==> src/cta_pkg.sv <==
package cta_pkg;

  // ************************************************************
  // sizes
  // ************************************************************
  localparam int unsigned CODE_W     = 14;      // 16384 code steps
  localparam int unsigned NUM_CH     = 8;       // 8 channels
  localparam int unsigned CH_W       = 3;
  localparam int unsigned CNT_W      = 5;
  localparam logic [4:0]  ALARM_EDGE = 5'h10;   // 16th falling edge
  localparam logic [4:0]  EDGE_MAX   = 5'h1f;

  localparam logic [CODE_W-1:0] THR_HI_RST = 14'h3fff;
  localparam logic [CODE_W-1:0] THR_LO_RST = 14'h0000;
  localparam logic [CODE_W-1:0] HYS_RST    = 14'h0000;

  // ************************************************************
  // carriers
  // ************************************************************
  typedef struct packed {
    logic [CODE_W-1:0] thr;
    logic [CODE_W-1:0] hys;
  } cta_limit_t;

  typedef struct packed {
    logic [NUM_CH-1:0] hi;
    logic [NUM_CH-1:0] lo;
  } cta_flags_t;

endpackage

==> src/cta_top.sv <==
`timescale 1ns/100ps
// Notes on behaviour
// - one alarm pin, loaded with the OR of all tripped flags on each 16th falling edge
// - alarm pin changes only on 16th falling serial clock edge
// - each channel has high and low alarm, own threshold and hysteresis
// - high alarm activates when code exceeds threshold plus hysteresis
// - high alarm clears when code at or below threshold-hysteresis-2
// - low alarm activates when code below threshold-hysteresis-1
// - low alarm clears when code at or above threshold+hysteresis+1
// - active flag follows the alarm condition
// - tripped flag latches, clears only when flag register is read
// - codes are straight binary on every channel and range
// - codes are 14 bits, one step is span over 16384
// - eight monitored channels
module cta_top (
  input  wire logic                         sys_clk_i,
  input  wire logic                         rstn_i,
  input  wire logic                         sclk_i,
  input  wire logic                         csn_i,
  input  wire logic                         code_valid_i,
  input  wire logic [cta_pkg::CH_W-1:0]     code_ch_i,
  input  wire logic [cta_pkg::CODE_W-1:0]   code_i,
  input  wire cta_pkg::cta_limit_t [cta_pkg::NUM_CH-1:0] hi_lim_i,
  input  wire cta_pkg::cta_limit_t [cta_pkg::NUM_CH-1:0] lo_lim_i,
  input  wire logic                         trip_hi_rd_i,
  input  wire logic                         trip_lo_rd_i,
  output logic                              alarm_o,
  output cta_pkg::cta_flags_t               active_o,
  output cta_pkg::cta_flags_t               tripped_o
);
  import cta_pkg::*;

  // ************************************************************
  // serial clock and select synchronisers
  // ************************************************************
  logic [1:0]       sclk_sync_q, sclk_sync_d;
  logic [1:0]       csn_sync_q,  csn_sync_d;
  logic             sclk_last_q, sclk_last_d;
  logic [CNT_W-1:0] edge_cnt_q,  edge_cnt_d;
  logic             fall;

  always_comb begin
    sclk_sync_d = {sclk_sync_q[0], sclk_i};
    csn_sync_d  = {csn_sync_q[0], csn_i};
    sclk_last_d = sclk_sync_q[1];
    fall        = sclk_last_q & ~sclk_sync_q[1] & ~csn_sync_q[1];
    edge_cnt_d  = edge_cnt_q;
    if (csn_sync_q[1]) begin
      edge_cnt_d = '0;
    end else if (fall && edge_cnt_q != EDGE_MAX) begin
      edge_cnt_d = edge_cnt_q + CNT_W'(1);
    end
  end

  always_ff @(posedge sys_clk_i) begin
    if (!rstn_i) begin
      sclk_sync_q <= 2'h0;
      csn_sync_q  <= 2'h3;
      sclk_last_q <= 1'b0;
      edge_cnt_q  <= '0;
    end else begin
      sclk_sync_q <= sclk_sync_d;
      csn_sync_q  <= csn_sync_d;
      sclk_last_q <= sclk_last_d;
      edge_cnt_q  <= edge_cnt_d;
    end
  end

  // ************************************************************
  // per-channel comparators and flags
  // ************************************************************
  // 16-bit arithmetic so threshold +/- hysteresis never wraps;
  // limits below zero or above full scale simply never trigger
  logic [NUM_CH-1:0] act_hi_q, act_hi_d, act_lo_q, act_lo_d;
  logic [NUM_CH-1:0] trip_hi_q, trip_hi_d, trip_lo_q, trip_lo_d;
  logic              alarm_q, alarm_d;

  always_comb begin
    logic signed [CODE_W+1:0] c, hs, hc, ls, lc;
    c  = '0;
    hs = '0;
    hc = '0;
    ls = '0;
    lc = '0;
    act_hi_d  = act_hi_q;
    act_lo_d  = act_lo_q;
    // reading a flag register clears it, but a new trip wins
    trip_hi_d = trip_hi_rd_i ? '0 : trip_hi_q;
    trip_lo_d = trip_lo_rd_i ? '0 : trip_lo_q;
    for (int i = 0; i < NUM_CH; i++) begin
      if (code_valid_i && code_ch_i == CH_W'(i)) begin
        // straight binary: code is plain unsigned
        c  = {2'b00, code_i};
        hs = {2'b00, hi_lim_i[i].thr} + {2'b00, hi_lim_i[i].hys};
        hc = {2'b00, hi_lim_i[i].thr} - {2'b00, hi_lim_i[i].hys}
             - 16'sd2;
        ls = {2'b00, lo_lim_i[i].thr} - {2'b00, lo_lim_i[i].hys}
             - 16'sd1;
        lc = {2'b00, lo_lim_i[i].thr} + {2'b00, lo_lim_i[i].hys}
             + 16'sd1;
        if (c > hs) begin
          act_hi_d[i] = 1'b1;
        end else if (c <= hc) begin
          act_hi_d[i] = 1'b0;
        end
        if (c < ls) begin
          act_lo_d[i] = 1'b1;
        end else if (c >= lc) begin
          act_lo_d[i] = 1'b0;
        end
        if (act_hi_d[i]) begin
          trip_hi_d[i] = 1'b1;
        end
        if (act_lo_d[i]) begin
          trip_lo_d[i] = 1'b1;
        end
      end
    end
    alarm_d = alarm_q;
    // pin only moves on the 16th falling edge of a frame
    if (fall && edge_cnt_q == ALARM_EDGE - CNT_W'(1)) begin
      alarm_d = |{trip_hi_q, trip_lo_q};
    end
  end

  always_ff @(posedge sys_clk_i) begin
    if (!rstn_i) begin
      act_hi_q  <= '0;
      act_lo_q  <= '0;
      trip_hi_q <= '0;
      trip_lo_q <= '0;
      alarm_q   <= 1'b0;
    end else begin
      act_hi_q  <= act_hi_d;
      act_lo_q  <= act_lo_d;
      trip_hi_q <= trip_hi_d;
      trip_lo_q <= trip_lo_d;
      alarm_q   <= alarm_d;
    end
  end

  always_comb begin
    alarm_o      = alarm_q;
    active_o.hi  = act_hi_q;
    active_o.lo  = act_lo_q;
    tripped_o.hi = trip_hi_q;
    tripped_o.lo = trip_lo_q;
  end

endmodule

==> config.mk <==
export PLATFORM = sky130hd
export DESIGN_NAME = cta_top
export DESIGN_NICKNAME = d
export VERILOG_FILES = /design/src/cta_pkg.sv /design/src/cta_top.sv
export SDC_FILE = /design/constraint.sdc
export NUM_CORES = 1
export LEC_CHECK = 0
export BUFFER_PORTS_ARGS = -buffer_cell sky130_fd_sc_hd__buf_2
export CAP_MARGIN = 0
export CORE_ASPECT_RATIO = 1.2
export CORE_MARGIN = 10
export CORE_UTILIZATION = 65
export DETAILED_ROUTE_END_ITERATION = 7
export GPL_TIMING_DRIVEN = 0
export HOLD_SLACK_MARGIN = 0.05
export PLACE_DENSITY = 0.95
export SKIP_LAST_GASP = 1
export SLEW_MARGIN = 20
export SYNTH_ARGS = -nofsm -noshare
export SYNTH_HDL_FRONTEND = slang
export SYNTH_SLANG_ARGS = --single-unit
==> constraint.sdc <==
create_clock -name sys_clk_i -period 12.7 [get_ports sys_clk_i]
set_clock_uncertainty 0.05 [all_clocks]
set_input_delay 0.635 -clock sys_clk_i [delete_from_list [all_inputs] [get_ports sys_clk_i]]
set_output_delay 0.635 -clock sys_clk_i [all_outputs]
set_load 0.02 [all_outputs]
==> impl_metrics.env, run 1 <==
export IMPL_synth_top_family_by_area="adder cells"
export IMPL_rrSetupSlack_ns=10.92
export IMPL_path_cells="buf_2, inv_1, ha_1, fa_1, nand2b_1, a21oi_1, nor2_1, nor3b_1, nor3b_1, nor3b_1, nand2_1, xor2_1, ha_1, nand4_1, nor2_1, nor2_1, nand2_1, a21o_1, a221oi_1, a41oi_1, a222oi_1, o211ai_1"
export IMPL_drtAntennaViolNets=0
export IMPL_syn_num_nets=6173
export IMPL_p_leak_nw=19.0
export IMPL_initial_utilization_pct=65.7
export IMPL_drt_iter0_markers=2532
export IMPL_routed_wl_met2_mm=53.2
export IMPL_final_util_pct=72.6
export IMPL_cp_max_fo=4
export IMPL_setup_viol=0
export IMPL_numPortBuffers=503
export IMPL_synth_edf_count=0
export IMPL_dp_slack_ns=7.00
export IMPL_cp_slowest_cell="a222oi_1"
export IMPL_rows=93
export IMPL_start_kind="input port"
export IMPL_final_cell_mix="ha_1 (907), buf_2 (502), inv_1 (475), nor2_1 (426), a21oi_1 (388)"
export IMPL_min_from="csn_sync_q[0]"
export IMPL_path_buf_inv=2
export IMPL_routed_via_density=6.18
export IMPL_cts_max_path_buffers=2
export IMPL_hold_violations=0
export IMPL_grt_pass1_wl_mm=175
export IMPL_clkSlewWorstSetupHoldPaths_ns=0.06
export IMPL_grt_max_degree=33
export IMPL_hold_buffers=0
export IMPL_vdd_ir_drop_max_mv=0.0696
export IMPL_fin_hold_ws_ns=0.371
export IMPL_multi_input_area_mm2=0.0321
export IMPL_cp_required_ns=12.80
export IMPL_synth_compound_area_share_pct=25.0
export IMPL_synthArstFlopShare_pct=0
export IMPL_maxCapViolCount=0
export IMPL_fillCellCount=4183
export IMPL_core_mm2=0.0536
export IMPL_worstHoldPathType="reg2reg"
export IMPL_post_cts_resized=0
export IMPL_gp_congestion=0.980
export IMPL_tritoncts="yes"
export IMPL_synthMuxAreaShare_pct=0.170
export IMPL_stdcell_count=6007
export IMPL_report_final_slew_viol_count=0
export IMPL_synth_cell_area_mm2=0.0352
export IMPL_wl_per_cell_um=18.6
export IMPL_power_density_mw_per_mm2=66.7
export IMPL_post_place_cells=5979
export IMPL_worst_pin_slew_ns=1.25
export IMPL_ys_ff_latch=43
export IMPL_final_layout_size_suffix_gt1_share_pct=11.2
export IMPL_holdPathStages=1
export IMPL_die_area_mm2=0.0640
export IMPL_synthAdderAreaFrac_pct=34.0
export IMPL_tns_ns=0
export IMPL_cts_max_level=2
export IMPL_syn_area_per_cell_um2=7.40
export IMPL_period_share_pct=43.9
export IMPL_route_vias_total=37100
export IMPL_crit_type="in2reg"
export IMPL_rsz0062_at_grt="false"
export IMPL_reg2reg_to="edge_cnt_q[3]"
export IMPL_die_y_um=275
export IMPL_grt_overflow_total=0
export IMPL_post_route_worst_setup_slack_ns=7.13
export IMPL_regArea_um2=861
export IMPL_worstHoldEndpoint="csn_sync_q[1]"
export IMPL_status="finished clean"
export IMPL_antenna_found_initial=34
export IMPL_routed_top_layer="met5"
export IMPL_synth_distinct_cells=98
export IMPL_synth_seq_area_share_pct=2.44
export IMPL_end_kind="flop"
export IMPL_cp_slowest_stage_delay_ns=0.58
export IMPL_final_nets=6685
export IMPL_dieWidth_um=233
export IMPL_timing_fmax_mhz=179
export IMPL_slew_headroom_pct=16.9
export IMPL_min_period_ns=5.57
export IMPL_post_dp_hpwl_mm=91.4
export IMPL_cts_inserted_buffers=5
export IMPL_track_usage_pct=32.8
export IMPL_synthCells=4762
export IMPL_critPathArrivalTime_ns=5.67
export IMPL_final_common_cell="ha_1"
export IMPL_r2r_start="edge_cnt_q[0]"
export IMPL_grt_pass1_vias=36100
export IMPL_drtPass1Iterations=8
export IMPL_area_growth_pct=10.5
export IMPL_synthXorXnorAreaFrac_pct=12.2
export IMPL_route_met3_wl_mm=8.93
export IMPL_cts_sinks=43
export IMPL_wl_mm=112
export IMPL_cts_setup_buffers=0
export IMPL_cts_root_buf="clkbuf_16"
export IMPL_yosys_area_share_simple_pct=19.6
export IMPL_synth_warnings=0
export IMPL_crit_family="simple AND/OR/NAND/NOR gates"
export IMPL_r2r_cells=8
export IMPL_synth_flop_cell="dfxtp_1"
export IMPL_met1_length_mm=43.2
export IMPL_io_pins=505
export IMPL_drcViolationCount=0
export IMPL_clock_latency_ns=0.29
area by class of cell:
class | instances | area share, %
diodes | 20 | 0.128
plain buffers | 121 | 1.27
clock buffers | 6 | 0.357
clock inverters | 2 | 0.0996
inverters | 478 | 4.61
multi-input cells | 4120 | 82.4
flip-flops and latches | 43 | 2.21
well taps | 712 | 2.29
repair buffers | 505 | 6.64
flip-flops by register name (all words and copies together), names as in the netlist:
signal,count
trip_lo_q,8
sclk_last_q,1
trip_hi_q,8
act_hi_q,8
act_lo_q,8
alarm_o,1
csn_sync_q,2
sclk_sync_q,2
edge_cnt_q,5
worst max-delay path by stage:
stage                              from      endpoint  cells after the start
after CTS                 hi_lim_i[210]  trip_hi_q[7]                     22
after detailed placement  hi_lim_i[210]  trip_hi_q[7]                     22
final                     hi_lim_i[210]  trip_hi_q[7]                     22
after floorplan            hi_lim_i[31]  trip_hi_q[1]                     22
after global placement        code_i[0]  trip_hi_q[1]                     13
after global routing      hi_lim_i[210]  trip_hi_q[7]                     22
metrics by stage:
step	power, mW	cell area [um2]
after floorplan	1.82	35200
after global placement	2.28	38700
after detailed placement	2.39	38700
after CTS	2.56	38900
after global routing	2.88	38900
final	2.60	39000
synth_stat cells (25+ instances only):
cell	number	area share, %
ha_1	907	32
inv_1	476	5.1
nor2_1	426	4.5
a21oi_1	388	5.5
xnor2_1	362	9.0
o21ai_0	226	3.2
nand2_1	183	1.9
nor3_1	132	1.9
xor2_1	128	3.2
o21a_1	120	2.6
a21o_1	105	2.2
clkbuf_1	103	1.1
nand2b_1	101	1.8
o21bai_1	94	2.0
nor2b_1	89	1.6
nand3_1	78	1.1
nand4_1	54	0.96
nor4_1	50	0.89
a211oi_1	45	0.96
dfxtp_1	43	2.4
a31oi_1	40	0.71
o211ai_1	39	0.83
or3_1	37	0.66
nor3b_1	33	0.70
fa_1	32	1.8
o31a_1	29	0.72
and3_1	25	0.44
routing by layer:
layer	track usage, %	up-vias
met4	17.4	28
met2	57.7	1464
met3	6.57	418
met1	36.8	17100
li1	-	18100
met5	0	-
power breakdown:
group          switching [mW]  total [mW]  internal (mW)
combinational            1.30        2.30          0.996
sequential            0.00330       0.141          0.138
clock                  0.0591       0.158         0.0990
total                    1.36        2.60           1.23
worst register-to-register path, stage by stage, from the launching register on:
cell	delay, ns
dfxtp_1	0.34
ha_1	0.22
and3_1	0.21
ha_1	0.18
nor2b_1	0.10
clkbuf_1	0.25
nand4_1	0.15
xor2_1	0.14
nor2_1	0.05
cells by family (layout without fill, tap and decap cells):
| group | after synthesis | count (layout) |
|---|---|---|
| mux | 6 | 6 |
| other cells | 0 | 20 |
| fa+ha+maj | 939 | 939 |
| compound gates | 1337 | 1337 |
| flops | 43 | 43 |
| simple gates | 1347 | 1347 |
| buf+inv | 599 | 1112 |
| xor+xnor | 491 | 491 |
(Power assumes the default switching activity.)
==> run 2, diff against run 1 <==
--- a/config.mk
+++ b/config.mk
@@ -5,15 +5,16 @@
 export SDC_FILE = /design/constraint.sdc
 export NUM_CORES = 1
 export LEC_CHECK = 0
+export ABC_AREA = 1
 export BUFFER_PORTS_ARGS = -buffer_cell sky130_fd_sc_hd__buf_2
 export CAP_MARGIN = 0
 export CORE_ASPECT_RATIO = 1.2
 export CORE_MARGIN = 10
-export CORE_UTILIZATION = 65
+export CORE_UTILIZATION = 56
 export DETAILED_ROUTE_END_ITERATION = 7
 export GPL_TIMING_DRIVEN = 0
 export HOLD_SLACK_MARGIN = 0.05
-export PLACE_DENSITY = 0.95
+export PLACE_DENSITY = 0.88
 export SKIP_LAST_GASP = 1
 export SLEW_MARGIN = 20
 export SYNTH_ARGS = -nofsm -noshare
==> constraint.sdc (replaced) <==
create_clock -name sys_clk_i -period 4.5 [get_ports sys_clk_i]
set_clock_uncertainty 0.05 [all_clocks]
set_input_delay 0.225 -clock sys_clk_i [delete_from_list [all_inputs] [get_ports sys_clk_i]]
set_output_delay 0.225 -clock sys_clk_i [all_outputs]
set_load 0.02 [all_outputs]
==> impl_metrics.env, run 2 <==
export IMPL_worstHoldEndpoint="csn_sync_q[0]"
export IMPL_cts_max_level=2
export IMPL_start_kind="input port"
export IMPL_area_growth_pct=10.1
export IMPL_rrSetupSlack_ns=2.83
export IMPL_grt_pass1_vias=42300
export IMPL_hold_violations=0
export IMPL_tritoncts="yes"
export IMPL_wl_per_cell_um=16.0
export IMPL_post_dp_hpwl_mm=107
export IMPL_antenna_found_initial=29
export IMPL_min_period_ns=3.83
export IMPL_final_common_cell="nand2_1"
export IMPL_ys_ff_latch=43
export IMPL_drcViolationCount=0
export IMPL_core_mm2=0.0696
export IMPL_numPortBuffers=504
export IMPL_r2r_start="edge_cnt_q[0]"
export IMPL_end_kind="flop"
export IMPL_timing_fmax_mhz=261
export IMPL_yosysMostFrequentCell="nand2_1"
export IMPL_cp_required_ns=4.60
export IMPL_critPathLaunch="hi_lim_i[140]"
export IMPL_vdd_ir_drop_max_mv=0.182
export IMPL_yosys_top_cells_area="ha_1 (29%), nand2_1 (16%), inv_1 (10%)"
export IMPL_cts_root_buf="clkbuf_16"
export IMPL_rows=106
export IMPL_initial_utilization_pct=56.4
export IMPL_final_util_pct=62.1
export IMPL_synth_cell_area_mm2=0.0393
export IMPL_holdPathStages=2
export IMPL_power_density_mw_per_mm2=175
export IMPL_synthTopCellsByCount="nand2_1 (1646), inv_1 (1063), ha_1 (907)"
export IMPL_clock_latency_ns=0.30
export IMPL_synth_seq_area_share_pct=2.19
export IMPL_synthCells=6508
export IMPL_slew_headroom_pct=45.8
export IMPL_syn_num_nets=7919
export IMPL_synth_top_cell_area_share_pct=28.9
export IMPL_period_share_pct=85.2
export IMPL_synthArstFlopShare_pct=0
export IMPL_p_leak_nw=25.2
export IMPL_cts_max_path_buffers=2
export IMPL_cts_setup_buffers=0
export IMPL_crit_type="in2reg"
export IMPL_maxCapViolCount=0
export IMPL_cts_inserted_buffers=5
export IMPL_wl_mm=127
export IMPL_io_pins=505
export IMPL_grt_overflow_total=0
export IMPL_final_layout_size_suffix_gt1_share_pct=10.8
export IMPL_fillCellCount=6911
export IMPL_tns_ns=0
export IMPL_drt_iter0_markers=2670
export IMPL_setup_viol=0
export IMPL_final_cell_mix="nand2_1 (1646), inv_1 (1062), ha_1 (907), a21oi_1 (550), buf_2 (547)"
export IMPL_grt_max_degree=33
export IMPL_gp_congestion=0.986
export IMPL_dieWidth_um=262
export IMPL_drtPass1Iterations=6
export IMPL_route_vias_total=43600
export IMPL_r2r_cells=9
export IMPL_grt_pass1_wl_mm=201
export IMPL_yosys_area_top_type="ha_1"
export IMPL_drtAntennaViolNets=0
export IMPL_reg2reg_to="edge_cnt_q[3]"
export IMPL_worst_pin_slew_ns=0.812
export IMPL_syn_area_per_cell_um2=6.04
export IMPL_track_usage_pct=29.9
export IMPL_cp_max_fo=4
export IMPL_clkSlewWorstSetupHoldPaths_ns=0.08
export IMPL_status="finished clean"
export IMPL_min_from="csn_i"
export IMPL_final_nets=8432
export IMPL_report_final_slew_viol_count=0
export IMPL_critPathArrivalTime_ns=3.93
export IMPL_synth_distinct_cells=61
export IMPL_worstHoldPathType="in2reg"
export IMPL_routed_via_density=5.47
export IMPL_synth_edf_count=0
export IMPL_die_area_mm2=0.0812
export IMPL_synth_warnings=0
export IMPL_cts_sinks=43
export IMPL_synth_flop_cell="dfxtp_1"
export IMPL_rsz0062_at_grt="false"
export IMPL_die_y_um=310
-- run 2: layout make-up --
cell class	count	area [um2]	area share (%)
Timing Repair Buffer	506	2580	5.97
Clock buffer	5	125	0.289
Clock inverter	3	43.8	0.101
Tap cell	918	1150	2.65
Inverter	1094	4110	9.50
Multi-Input combinational cell	5270	33700	78.0
Buffer	101	602	1.39
Sequential cell	43	861	1.99
Antenna cell	24	60.1	0.139
-- run 2: stage by stage --
stage	total power [mW]	setup slack, ns	std cells	hold WS (ns)	cell area, um2
2_1_floorplan	5.32	1.11	6508	0.268	39300
3_3_place_gp	6.80	0.502	7930	0.347	43000
3_5_place_dp	7.04	0.428	7931	0.348	43000
4_1_cts	7.52	0.706	7940	0.109	43200
5_1_grt	8.56	0.300	7956	0.114	43200
6_report	7.57	0.666	7964	0.125	43300
-- run 2: worst max path at each step --
| stage | endpoint | slack (ns) | cells after the start |
|---|---|---|---|
| 2_1_floorplan | trip_hi_q[0] | 1.11 | 27 |
| 3_3_place_gp | act_hi_q[6] | 0.50 | 25 |
| 3_5_place_dp | trip_hi_q[6] | 0.43 | 25 |
| 4_1_cts | trip_hi_q[6] | 0.71 | 25 |
| 5_1_grt | act_lo_q[5] | 0.30 | 26 |
| 6_report | act_hi_q[5] | 0.67 | 28 |
-- run 2: where the power goes --
part / total (mW) / switching (mW) / internal [mW]
logic: 6.74 / 4.21 / 2.52
clock network: 0.434 / 0.171 / 0.262
registers: 0.400 / 0.0118 / 0.388
total: 7.57 / 4.40 / 3.17
-- run 2: cell families (layout without fill, tap and decap cells) --
family | after synthesis | in the layout | synth area share [%]
AOI/OAI and AO/OA | 941 | 941 | 13.1
DFF | 43 | 43 | 2.19
buffers and inverters | 1195 | 1709 | 12.0
other | 0 | 24 | 0
adders and majority gates | 939 | 939 | 30.5
xor gates and xnor gates | 406 | 406 | 9.66
and+or+nand+nor | 2984 | 2984 | 32.6
-- run 2: repair_timing --
item	CTS	global route
hold buffers	1	0
gates resized for setup	0	0
hold endpoints to repair	1	0
-- run 2: metal layers --
layer / vias to the layer above / global-route usage (%) / wire length [um]
met2: 1372 / 54.4 / 61400
met5: - / 0 / 116
li1: 22200 / - / -
met4: 18 / 15.2 / 7060
met3: 390 / 4.04 / 9100
met1: 19700 / 33.5 / 49800
-- run 2: worst max-delay path, stage by stage --
cell and delay (ns):
buf_2 0.11, ha_1 0.22, fa_1 0.39, inv_1 0.14, nand2_1 0.06, and2_1 0.15, inv_1 0.05, ha_1 0.17
nand2_1 0.07, nor2_2 0.13, nand2_2 0.08, nor2_4 0.12, and2_4 0.16, nand2_2 0.07, nor4_4 0.19, a21oi_1 0.09
ha_1 0.34, nand4_1 0.13, inv_1 0.08, nand4_1 0.07, nor4_1 0.28, a21oi_1 0.07, nand2_1 0.07, nand2_1 0.07
nand2_1 0.07, nand2_1 0.13, nand2_1 0.11, a21oi_1 0.07
